## src/include/tm8_pkg.sv

```systemverilog
// constants, register map and state type of the 8-bit dual compare timer
package tm8_pkg;
  localparam logic [4:0] TM8_OFS_CTRL_A  = 5'h00;
  localparam logic [4:0] TM8_OFS_CTRL_B  = 5'h04;
  localparam logic [4:0] TM8_OFS_COUNT   = 5'h08;
  localparam logic [4:0] TM8_OFS_CMP_A   = 5'h0C;
  localparam logic [4:0] TM8_OFS_CMP_B   = 5'h10;
  localparam logic [4:0] TM8_OFS_FLAGS   = 5'h14;
  localparam logic [4:0] TM8_OFS_PIN_CFG = 5'h18;
  localparam logic [7:0] TM8_CA_MASK     = 8'hF3;
  localparam logic [7:0] TM8_CB_MASK     = 8'h0F;
  localparam int         TM8_CB_FORCE_A  = 7;
  localparam int         TM8_CB_FORCE_B  = 6;
  localparam int         TM8_CB_MODE_HI  = 3;
  localparam int         TM8_FLG_OVF     = 0;
  localparam int         TM8_FLG_MA      = 1;
  localparam int         TM8_FLG_MB      = 2;
  localparam int         TM8_CFG_DIR_A   = 0;
  localparam int         TM8_CFG_DIR_B   = 1;
  localparam int         TM8_CFG_PORT_A  = 2;
  localparam int         TM8_CFG_PORT_B  = 3;
  localparam logic [7:0] TM8_MAX         = 8'hFF;
  localparam logic [7:0] TM8_FLOOR       = 8'h00;
  localparam logic [2:0] TM8_MODE_NORMAL = 3'h0;
  localparam logic [2:0] TM8_MODE_CTC    = 3'h2;
  localparam logic [2:0] TM8_MODE_FAST_A = 3'h7;
  localparam logic [2:0] TM8_CS_STOP     = 3'h0;
  localparam logic [2:0] TM8_CS_DIV1     = 3'h1;
  localparam logic [2:0] TM8_CS_DIV8     = 3'h2;
  localparam logic [2:0] TM8_CS_DIV64    = 3'h3;
  localparam logic [2:0] TM8_CS_DIV256   = 3'h4;
  localparam logic [2:0] TM8_CS_DIV1024  = 3'h5;
  localparam logic [2:0] TM8_CS_EXT_FALL = 3'h6;
  localparam logic [9:0] TM8_PRE_M8      = 10'h007;
  localparam logic [9:0] TM8_PRE_M64     = 10'h03F;
  localparam logic [9:0] TM8_PRE_M256    = 10'h0FF;
  localparam logic [9:0] TM8_PRE_M1024   = 10'h3FF;

  typedef struct packed {
    logic [7:0]  ctrl_a;
    logic [7:0]  ctrl_b;
    logic [7:0]  cnt;
    logic [7:0]  cmp_a;
    logic [7:0]  cmp_b;
    logic [7:0]  act_a;
    logic [7:0]  act_b;
    logic        dir_dn;
    logic        blk;
    logic        wave_a;
    logic        wave_b;
    logic [2:0]  flags;
    logic [3:0]  pin_cfg;
    logic [9:0]  pre;
    logic        ext_s1;
    logic        ext_s2;
    logic        ext_s3;
    logic        ack;
    logic [31:0] rdata;
  } tm8_state_t;
endpackage

```

## src/verilog/tm8_timer.sv

```systemverilog
// 8-bit timer/counter with two compare channels behind an Avalon-MM slave
//
// Added by the designer: the Avalon-MM register port and the register addresses.
`timescale 1ns/1ps
module tm8_timer
  import tm8_pkg::*;
(
  input  wire logic        clk_in,
  input  wire logic        srst_in,
  input  wire logic [4:0]  avs_address_in,
  input  wire logic        avs_read_in,
  input  wire logic        avs_write_in,
  input  wire logic [31:0] avs_writedata_in,
  input  wire logic [3:0]  avs_byteenable_in,
  output logic      [31:0] avs_readdata_out,
  output logic             avs_waitrequest_out,
  input  wire logic        ext_count_pin_in,
  output logic             wave_pin_a_out,
  output logic             wave_pin_a_oe_out,
  output logic             wave_pin_b_out,
  output logic             wave_pin_b_oe_out
);

  tm8_state_t st_ff;
  tm8_state_t nxt_st;

  logic       req;
  logic       acc_wr;
  logic       wr_lane;
  logic       cnt_wr;
  logic [2:0] mode;
  logic [2:0] csel;
  logic       pwm;
  logic       phase;
  logic       top_is_a;
  logic [7:0] top;
  logic       at_top;
  logic       ma;
  logic       mb;
  logic       tick;
  logic       force_a;
  logic       force_b;
  logic       ovf_hit;

  // next waveform level of one channel on a timer tick or a forced strobe
  function automatic logic wave_calc(input logic cur, input logic [1:0] act,
                                     input logic hit, input logic top_hit,
                                     input logic up, input logic cmp_top,
                                     input logic pwm_m, input logic phase_m,
                                     input logic tog_ok);
    logic r;
    r = cur;
    if (!pwm_m) begin
      if (hit) begin
        case (act)
          2'h1:    r = ~cur;
          2'h2:    r = 1'b0;
          2'h3:    r = 1'b1;
          default: r = cur;
        endcase
      end
    end else if (act == 2'h1) begin
      if (hit && tog_ok) begin
        r = ~cur;
      end
    end else if (act[1]) begin
      if (cmp_top) begin
        if (top_hit) begin
          r = ~act[0];
        end
      end else if (phase_m) begin
        if (hit) begin
          r = up ? act[0] : ~act[0];
        end
      end else if (hit) begin
        r = act[0];
      end else if (top_hit) begin
        r = ~act[0];
      end
    end
    return r;
  endfunction

  // register read decode
  function automatic logic [31:0] rd_decode(input logic [4:0] a, input tm8_state_t s);
    logic [31:0] d;
    d = 32'h0000_0000;
    if (a == TM8_OFS_CTRL_A) begin
      d[7:0] = s.ctrl_a;
    end else if (a == TM8_OFS_CTRL_B) begin
      d[7:0] = s.ctrl_b;
    end else if (a == TM8_OFS_COUNT) begin
      d[7:0] = s.cnt;
    end else if (a == TM8_OFS_CMP_A) begin
      d[7:0] = s.cmp_a;
    end else if (a == TM8_OFS_CMP_B) begin
      d[7:0] = s.cmp_b;
    end else if (a == TM8_OFS_FLAGS) begin
      d[2:0] = s.flags;
    end else if (a == TM8_OFS_PIN_CFG) begin
      d[3:0] = s.pin_cfg;
    end
    return d;
  endfunction

  assign req      = avs_read_in | avs_write_in;
  assign acc_wr   = avs_write_in & st_ff.ack;
  assign wr_lane  = acc_wr & avs_byteenable_in[0];
  assign cnt_wr   = wr_lane && (avs_address_in == TM8_OFS_COUNT);
  assign mode     = {st_ff.ctrl_b[TM8_CB_MODE_HI], st_ff.ctrl_a[1:0]};
  assign csel     = st_ff.ctrl_b[2:0];
  assign pwm      = mode[0];
  assign phase    = mode[0] & ~mode[1];
  assign top_is_a = (mode == TM8_MODE_CTC) | (mode[2] & mode[0]);
  assign top      = top_is_a ? st_ff.act_a : TM8_MAX;
  assign at_top   = st_ff.cnt == top;
  assign ma       = (st_ff.cnt == st_ff.act_a) & ~st_ff.blk;
  assign mb       = (st_ff.cnt == st_ff.act_b) & ~st_ff.blk;

  // timer clock source
  always_comb begin
    case (csel)
      TM8_CS_STOP:     tick = 1'b0;
      TM8_CS_DIV1:     tick = 1'b1;
      TM8_CS_DIV8:     tick = (st_ff.pre & TM8_PRE_M8) == TM8_PRE_M8;
      TM8_CS_DIV64:    tick = (st_ff.pre & TM8_PRE_M64) == TM8_PRE_M64;
      TM8_CS_DIV256:   tick = (st_ff.pre & TM8_PRE_M256) == TM8_PRE_M256;
      TM8_CS_DIV1024:  tick = st_ff.pre == TM8_PRE_M1024;
      TM8_CS_EXT_FALL: tick = st_ff.ext_s3 & ~st_ff.ext_s2;
      default:         tick = st_ff.ext_s2 & ~st_ff.ext_s3;
    endcase
  end

  // forcing looks at the mode that the same write selects
  assign force_a = wr_lane && (avs_address_in == TM8_OFS_CTRL_B) &&
                   avs_writedata_in[TM8_CB_FORCE_A] &&
                   !(avs_writedata_in[TM8_CB_MODE_HI] ? st_ff.ctrl_a[0] : pwm);
  assign force_b = wr_lane && (avs_address_in == TM8_OFS_CTRL_B) &&
                   avs_writedata_in[TM8_CB_FORCE_B] &&
                   !(avs_writedata_in[TM8_CB_MODE_HI] ? st_ff.ctrl_a[0] : pwm);

  always_comb begin
    if (phase) begin
      ovf_hit = st_ff.cnt == TM8_FLOOR;
    end else if (mode == TM8_MODE_FAST_A) begin
      ovf_hit = at_top;
    end else begin
      ovf_hit = st_ff.cnt == TM8_MAX;
    end
  end

  always_comb begin
    nxt_st        = st_ff;
    nxt_st.pre    = st_ff.pre + 10'h001;
    nxt_st.ext_s1 = ext_count_pin_in;
    nxt_st.ext_s2 = st_ff.ext_s1;
    nxt_st.ext_s3 = st_ff.ext_s2;
    nxt_st.ack    = req & ~st_ff.ack;
    if (req && !st_ff.ack) begin
      nxt_st.rdata = rd_decode(avs_address_in, st_ff);
    end
    if (!pwm) begin
      nxt_st.act_a = st_ff.cmp_a;
      nxt_st.act_b = st_ff.cmp_b;
    end else if (tick && at_top) begin
      nxt_st.act_a = st_ff.cmp_a;
      nxt_st.act_b = st_ff.cmp_b;
    end
    if (!phase) begin
      nxt_st.dir_dn = 1'b0;
    end
    if (tick) begin
      nxt_st.blk = 1'b0;
      if (phase) begin
        if (!st_ff.dir_dn) begin
          if (at_top) begin
            nxt_st.dir_dn = 1'b1;
            nxt_st.cnt    = st_ff.cnt - 8'h01;
          end else begin
            nxt_st.cnt = st_ff.cnt + 8'h01;
          end
        end else if (st_ff.cnt == TM8_FLOOR) begin
          nxt_st.dir_dn = 1'b0;
          nxt_st.cnt    = st_ff.cnt + 8'h01;
        end else begin
          nxt_st.cnt = st_ff.cnt - 8'h01;
        end
      end else if (top_is_a && at_top) begin
        nxt_st.cnt = TM8_FLOOR;
      end else begin
        nxt_st.cnt = st_ff.cnt + 8'h01;
      end
      nxt_st.wave_a = wave_calc(st_ff.wave_a, st_ff.ctrl_a[7:6], ma, at_top,
                                ~st_ff.dir_dn, st_ff.act_a == top, pwm, phase,
                                mode[2]);
      nxt_st.wave_b = wave_calc(st_ff.wave_b, st_ff.ctrl_a[5:4], mb, at_top,
                                ~st_ff.dir_dn, st_ff.act_b == top, pwm, phase,
                                1'b0);
    end
    if (force_a) begin
      nxt_st.wave_a = wave_calc(nxt_st.wave_a, st_ff.ctrl_a[7:6], 1'b1, 1'b0,
                                1'b1, 1'b0, 1'b0, 1'b0, 1'b0);
    end
    if (force_b) begin
      nxt_st.wave_b = wave_calc(nxt_st.wave_b, st_ff.ctrl_a[5:4], 1'b1, 1'b0,
                                1'b1, 1'b0, 1'b0, 1'b0, 1'b0);
    end
    // flag clear by writing one; a same-cycle set wins
    if (wr_lane && (avs_address_in == TM8_OFS_FLAGS)) begin
      nxt_st.flags = st_ff.flags & ~avs_writedata_in[2:0];
    end
    if (tick) begin
      nxt_st.flags[TM8_FLG_OVF] = nxt_st.flags[TM8_FLG_OVF] | ovf_hit;
      nxt_st.flags[TM8_FLG_MA]  = nxt_st.flags[TM8_FLG_MA] | ma;
      nxt_st.flags[TM8_FLG_MB]  = nxt_st.flags[TM8_FLG_MB] | mb;
    end
    if (wr_lane) begin
      if (avs_address_in == TM8_OFS_CTRL_A) begin
        nxt_st.ctrl_a = avs_writedata_in[7:0] & TM8_CA_MASK;
      end else if (avs_address_in == TM8_OFS_CTRL_B) begin
        nxt_st.ctrl_b = avs_writedata_in[7:0] & TM8_CB_MASK;
      end else if (avs_address_in == TM8_OFS_COUNT) begin
        nxt_st.cnt = avs_writedata_in[7:0];
        nxt_st.blk = 1'b1;
      end else if (avs_address_in == TM8_OFS_CMP_A) begin
        nxt_st.cmp_a = avs_writedata_in[7:0];
      end else if (avs_address_in == TM8_OFS_CMP_B) begin
        nxt_st.cmp_b = avs_writedata_in[7:0];
      end else if (avs_address_in == TM8_OFS_PIN_CFG) begin
        nxt_st.pin_cfg = avs_writedata_in[3:0];
      end
    end
  end

  always_ff @(posedge clk_in) begin
    if (srst_in) begin
      st_ff <= '0;
    end else begin
      st_ff <= nxt_st;
    end
  end

  assign avs_readdata_out    = st_ff.rdata;
  assign avs_waitrequest_out = req & ~st_ff.ack;
  assign wave_pin_a_out      = (st_ff.ctrl_a[7:6] != 2'h0) ? st_ff.wave_a :
                               st_ff.pin_cfg[TM8_CFG_PORT_A];
  assign wave_pin_b_out      = (st_ff.ctrl_a[5:4] != 2'h0) ? st_ff.wave_b :
                               st_ff.pin_cfg[TM8_CFG_PORT_B];
  assign wave_pin_a_oe_out   = st_ff.pin_cfg[TM8_CFG_DIR_A];
  assign wave_pin_b_oe_out   = st_ff.pin_cfg[TM8_CFG_DIR_B];
endmodule // tm8_timer

```

## config.mk

```make
export PLATFORM = sky130hd
export DESIGN_NAME = tm8_timer
export DESIGN_NICKNAME = d
export VERILOG_FILES = /design/src/include/tm8_pkg.sv /design/src/verilog/tm8_timer.sv
export SDC_FILE = /design/constraint.sdc
export NUM_CORES = 1
export LEC_CHECK = 0
export BUFFER_PORTS_ARGS = -buffer_cell sky130_fd_sc_hd__buf_4
export CAP_MARGIN = 20
export CORE_MARGIN = 8
export CORE_UTILIZATION = 38
export CTS_BUF_LIST = sky130_fd_sc_hd__clkbuf_8
export CTS_CLUSTER_SIZE = 30
export DETAILED_ROUTE_END_ITERATION = 8
export PLACE_DENSITY = 0.59
export SKIP_LAST_GASP = 1
export SLEW_MARGIN = 20
export SYNTH_ARGS = -nofsm -noshare
export SYNTH_HDL_FRONTEND = slang
export SYNTH_SLANG_ARGS = --single-unit
```

## constraint.sdc

```tcl
create_clock -name clk_in -period 3 [get_ports clk_in]
set_clock_uncertainty 0.15 [all_clocks]
set_input_delay 0.45 -clock clk_in [delete_from_list [all_inputs] [get_ports clk_in]]
set_output_delay 0.45 -clock clk_in [all_outputs]
set_load 0.05 [all_outputs]
```

======== After elaboration in Yosys (flattened, before gate mapping) ========
Index checks and enable logic that the tools add are counted.
operators by class
  add/subtract/negate cells ............... 3
  multiply operators ...................... 0
  divide/modulo/power cells ............... 0
  magnitude comparators ................... 0
  equal/unequal tests ..................... 31
  shift operators ......................... 0
  multiplexer cells ....................... 70
  bitwise logic cells ..................... 32
  reduce and logical (&&, ||, !) cells .... 22
operators by type and width
  kind                   number
  $mux 8                 15
  $mux 24                3
  $mux 16                3
  $eq 8x8->1             5
  $mux 1                 37
  $eq 8x8->1 const B     2
  $mux 4                 4
  $not 1->1              16
  $eq 3x3->1 const B     5
  $eq 5x5->1 const B     3
  $pmux 1 s3             4
  $add 10x1->10 const B  1
  $eq 10x10->1 const B   1
  $eq 5x4->1 const B     2
  $logic_and 1x1->1      10
  $and 1x1->1            9
  $eq 3x2->1 const B     3
  $mux 3                 3
  $add 8x1->8 const B    1
  $eq 2x2->1 const B     4
  $logic_not 8->1        1
  $sub 8x1->8 const B    1
  $pmux 1 s7             1
  $reduce_and 7->1       1
  other kinds (16)       23
word-level totals
  register bits after elaboration ......... 83
  bits in latches ......................... 0
  bits in writable memories ............... 0
  bits in read-only memories .............. 0
  input port bits ......................... 46
  output and inout port bits .............. 37
  memories ................................ 0

======== Depth between registers and ports, before layout ========
  depth after elaboration ................. 16
  mapped depth ............................ 11

======== Least setup slack after synthesis ========
No wires, ideal clock.
  path type ............................... reg-to-reg
  start ................................... reg st_ff[36] (netlist bit)
  end ..................................... reg st_ff[54] (netlist bit)
  arrival time ............................ 2.139 ns
  required time ........................... 2.730 ns
  slack ................................... 0.591 ns
  cell stages (with the launch flop) ...... 11
  period minus slack after synthesis ...... 2.409 ns
  cell sequence ........................... dfxtp_1 ha_1 nand3_1 nor3_1 o221ai_1 and2_1 buf_2 o41ai_2 o41ai_1 mux2i_1 o21ai_1
on the way
  longest elaborated chain between the ends .. 6
  elaborated cells between the ends (all ways) .. 9
ends and longest elaborated chain
  element                               line              source
  start: declaration                    tm8_timer.sv:24   tm8_state_t st_ff;
  start signal: assignment              tm8_timer.sv:239  st_ff <= nxt_st;
  $eq 10x10->1 (tied with other cells)  tm8_timer.sv:128  TM8_CS_DIV1024: tick = st_ff.pre == TM8_PRE_M1024;
  $pmux 1 s7 *                          tm8_timer.sv:122  case (csel)
  $mux 4 *                              tm8_timer.sv:172  if (tick) begin
  $not 1->1                             tm8_timer.sv:56   2'h1: r = ~cur;
  $pmux 1 s3                            tm8_timer.sv:55   case (act)
  $mux 1 *                              tm8_timer.sv:200  if (force_a) begin
Mark *: on every way between the ends. The rest lies on a longest branch, timed or not.
A chain may end at the register's enable or synchronous reset.

======== Worst setup path after layout ========
  start ................................... reg st_ff (netlist bit mode[2])
  end ..................................... reg st_ff[89] (netlist bit)
on the way
  longest elaborated chain between the ends .. 12
  elaborated cells between the ends (all ways) .. 15
ends and longest elaborated chain
  element                                      line                                source
  $eq 3x2->1 or $and 1x1->1 (tied branches)    tm8_timer.sv:114                    assign top_is_a = (mode == TM8_MODE_CTC) | (mode[2] & mode[0]);
  $or 1x1->1 *                                 tm8_timer.sv:114
  $mux 8                                       tm8_timer.sv:115                    assign top = top_is_a ? st_ff.act_a : TM8_MAX;
  $eq 8x8->1                                   tm8_timer.sv:116                    assign at_top = st_ff.cnt == top;
  $mux 8 or $logic_and 1x1->1 (tied branches)  tm8_timer.sv:176, tm8_timer.sv:188
  $mux 8, on equally long branches             tm8_timer.sv:175, tm8_timer.sv:188
  $mux 8 *                                     tm8_timer.sv:174                    if (phase) begin
  $mux 8 *                                     tm8_timer.sv:172
  $mux 8                                       tm8_timer.sv:222                    end else if (avs_address_in == TM8_OFS_COUNT) begin
  $mux 24                                      tm8_timer.sv:220                    end else if (avs_address_in == TM8_OFS_CTRL_B) begin
  $mux 24                                      tm8_timer.sv:218                    if (avs_address_in == TM8_OFS_CTRL_A) begin
  $mux 24 *                                    tm8_timer.sv:217                    if (wr_lane) begin
Marked as above.

==> results.ini <==
[logic_synthesis]
synth_largest_area_cell=dfxtp_1
synth_xor_area_share_pct=4.93
ys.flop_type=dfxtp_1
seq_area_frac_synth_pct=31.2
avgSynthCellArea_um2=7.83
synthCells=680
synth_edf_count=0
synthSimpleGateAreaFrac_pct=25.5
yosys_warnings=0
synth_top_family_by_area=simple AND/OR/NAND/NOR gates
ys_top_cells_by_area=dfxtp_1 (31%), mux2i_1 (8.8%), nor2_1 (6.8%), buf_4 (4.7%), a21oi_1 (4.5%)
synth_fa_ha_area_share_pct=0.940
yosys-mux-area-fraction_pct=9.47
synth_top_area_share_pct=31.2
synth_compound_area_share_pct=17.5
synth_area_um2=5330
yosysUniqueCellTypes=67
ys_seq_elements=83
synthArstFlopShare_pct=0

[power]
switchingPower_mw=0.703
p_per_area_nw_per_um2=376
p_leak_nw=2.32
p_total_mw=2.21
p_sw_share_pct=31.8
power_frac_seq_pct=50.9
p_comb_share_pct=10.9
max-vdd-ir-drop_v=0.000311
p_int_mw=1.51
clkPwrFrac_pct=38.2

[clock_tree]
root_buffer=clkbuf_8
clk_latency_ns=0.37
cts-hold-fix-buffers=0
cts_tree=done
clk_pin_slew_ns=0.10
cts_sinks=83
clk_path_buf_depth=2
h-tree-depth=3
post_cts_buffers=0
cts_made_buffers=9

[drt]
detail-route-antenna-nets=0
wl_um=15800
first_pass_iters=4
wire_per_inst_um=18.0
drt_iter0_markers=432
vias=4951
avgViaCountPerCell=5.65
drc_errors=0

[timing]
hold_viol_final=0
period_needed_ns=2.80
final.setup.tns_ns=0
rsz0062_at_grt=no
slew_headroom_pct=59.3
setup_viol=0
maxSlewViolCount=0
fmax_mhz=357
max_slew.worst_pin.slew_ns=0.608
fin_crit_sh_pct=93.3

[hold_path]
hp-class=primary input to flip-flop
whs_path_depth=2

[layout]
drive_gt1_share_pct=14.9
diodes=0
final_cells=877
multi_input_area_um2=3200
fin_util_pct=42.6
num-nets-final=742
stdcell_area_um2=5870
fillCellCount=1461
seq_area_um2=1660
area_growth_pct=10.2

[placed_design]
dpl_cell_area_um2=5650
routabilityCongestion=0.912
placedCellCount=861
port_buffers=31
hpwl_um=11900

[setup_path]
crit_path_cell_trace=buf_4, nor4b_1, a221oi_1, o211ai_1, nand4_2, buf_4, o31ai_4, nor2_1, a211oi_1, nor3_1
worst_r2r_endpoint=st_ff[89]
path_common_cell=buf_4
worst-r2r-setup-slack_ns=0.20
crit_path_start_kind=flip-flop
crit_cells=10
critPathLaunch=mode[2]
cpLargestDelayFamily=compound AO/OA/AOI/OAI gates
cp_max_fo=9
max_stage_delay_ns=0.48
crit_type=flip-flop to flip-flop
slowest_stage=o31ai_4
r2r_cells=10
required_ns=3.10
end_kind=flip-flop
critPathArrivalTime_ns=2.90
crit_end=st_ff[89]
r2r_start=mode[2]
cp_num_buf_inv=2

[global_route]
gr-usage-all-layers_pct=17.5
grt_remaining_overflow=0
grt_pass1_vias=4612
antenna_found_initial=0
grt_max_degree=47
grt_pass1_wl_um=25200

[floorplanning]
die_h_um=134
core_um2=13800
die_area_um2=18100
rows=43
start_util_pct=38.7
ios=83
die_w_um=134

[run_status]
status=complete, no violations

[job]
drv_cap=0

-- worst register-to-register path: stages (launching register included) --
cell,delay [ns]
dfxtp_1,0.34
buf_4,0.18
nor4b_1,0.32
a221oi_1,0.14
o211ai_1,0.24
nand4_2,0.16
buf_4,0.20
o31ai_4,0.48
nor2_1,0.13
a211oi_1,0.27
nor3_1,0.08
-- stage by stage --
stage	setup WS (ns)	hold slack, ns
finish	0.200	0.139
global route	0.0239	0.133
CTS	0.156	0.122
detailed placement	0.215	0.278
global placement	0.285	0.284
floorplan	0.591	0.264
-- power by group through the flow --
stage | logic [mW] | clock network [mW] | registers [mW]
6_report | 0.240 | 0.844 | 1.12
5_1_grt | 0.256 | 0.900 | 1.13
4_1_cts | 0.239 | 0.859 | 1.12
3_5_place_dp | 0.238 | 0 | 1.15
3_3_place_gp | 0.236 | 0 | 1.15
2_1_floorplan | 0.200 | 0 | 1.15
-- area by class of cell --
class / count / share of cell area [%]
inverters: 15 / 0.960
clock inverters: 7 / 1.39
multi-input cells: 518 / 54.6
clock buffers: 9 / 2.11
well taps: 180 / 3.84
repair buffers: 65 / 8.75
flip-flops and latches: 83 / 28.3
-- worst min path at each step --
stage                           from          to  slack [ns]
finish              ext_count_pin_in  nxt_st[34]        0.14
global route        ext_count_pin_in  nxt_st[34]        0.13
CTS                 ext_count_pin_in  nxt_st[34]        0.12
detailed placement        nxt_st[34]  nxt_st[33]        0.28
global placement          nxt_st[34]  nxt_st[33]        0.28
floorplan                 nxt_st[34]  nxt_st[33]        0.26
-- sequential cells by signal, summed over array words and instances, names as in the netlist --
| name | flops |
|---|---|
| csel | 3 |
| avs_readdata_out | 8 |
| mode | 3 |
| nxt_st | 2 |
| wave_pin_a_oe_out | 1 |
| st_ff | 65 |
| wave_pin_b_oe_out | 1 |
-- routing by layer --
layer  track usage [%]  routed length (um)  vias to the layer above
met5                 0                   0                        -
met4              6.30                 384                        0
met3              3.40                 998                       30
met2              27.7                7200                      190
met1              22.9                7230                     2365
li1                  -                   -                     2366
-- synth_stat cells (3+ instances only) --
cell      number
nor2_1        97
dfxtp_1       83
nand2_1       63
a21oi_1       48
mux2i_1       47
nand3_1       35
buf_4         33
clkbuf_1      32
inv_1         15
o21ai_0       15
xnor2_1       15
xor2_1        15
buf_2         13
a221oi_1      12
nor2b_1       12
nor3_1        11
and2_1        10
o211ai_1       9
a211oi_1       8
and3_1         8
nand4_1        8
nor4_1         7
o221ai_1       7
buf_1          5
buf_6          4
ha_1           4
nand2b_1       4
mux2_2         3
nor4_2         3
o2111a_1       3
o22ai_1        3
or3_1          3
-- repair_timing --
item / CTS / global route
resized for setup: 0 / 2
setup endpoints to repair: 0 / 2
hold endpoints to repair: 0 / 0
-- cells by family (layout without fill, tap and decap cells) --
logic type	after synthesis	count (layout)
AND/OR/NAND/NOR	278	278
AO/OA/AOI/OAI	132	132
buffers and inverters	102	96
flip-flops	83	83
multiplexers	50	50
XOR/XNOR	30	30
adder cells (fa/ha/maj)	4	4
other	1	24
-- layout by cell type, fill, tap and decap left out, types with 15 or more instances in the layout --
cell type  Yosys  layout
nor2_1        97      97
dfxtp_1       83      83
nand2_1       63      63
buf_4         33      63
a21oi_1       48      48
mux2i_1       47      47
nand3_1       35      35
conb_1         1      24
inv_1         15      15
o21ai_0       15      15
xnor2_1       15      15
xor2_1        15      15
Note: power is estimated with default switching activity, not from simulation.
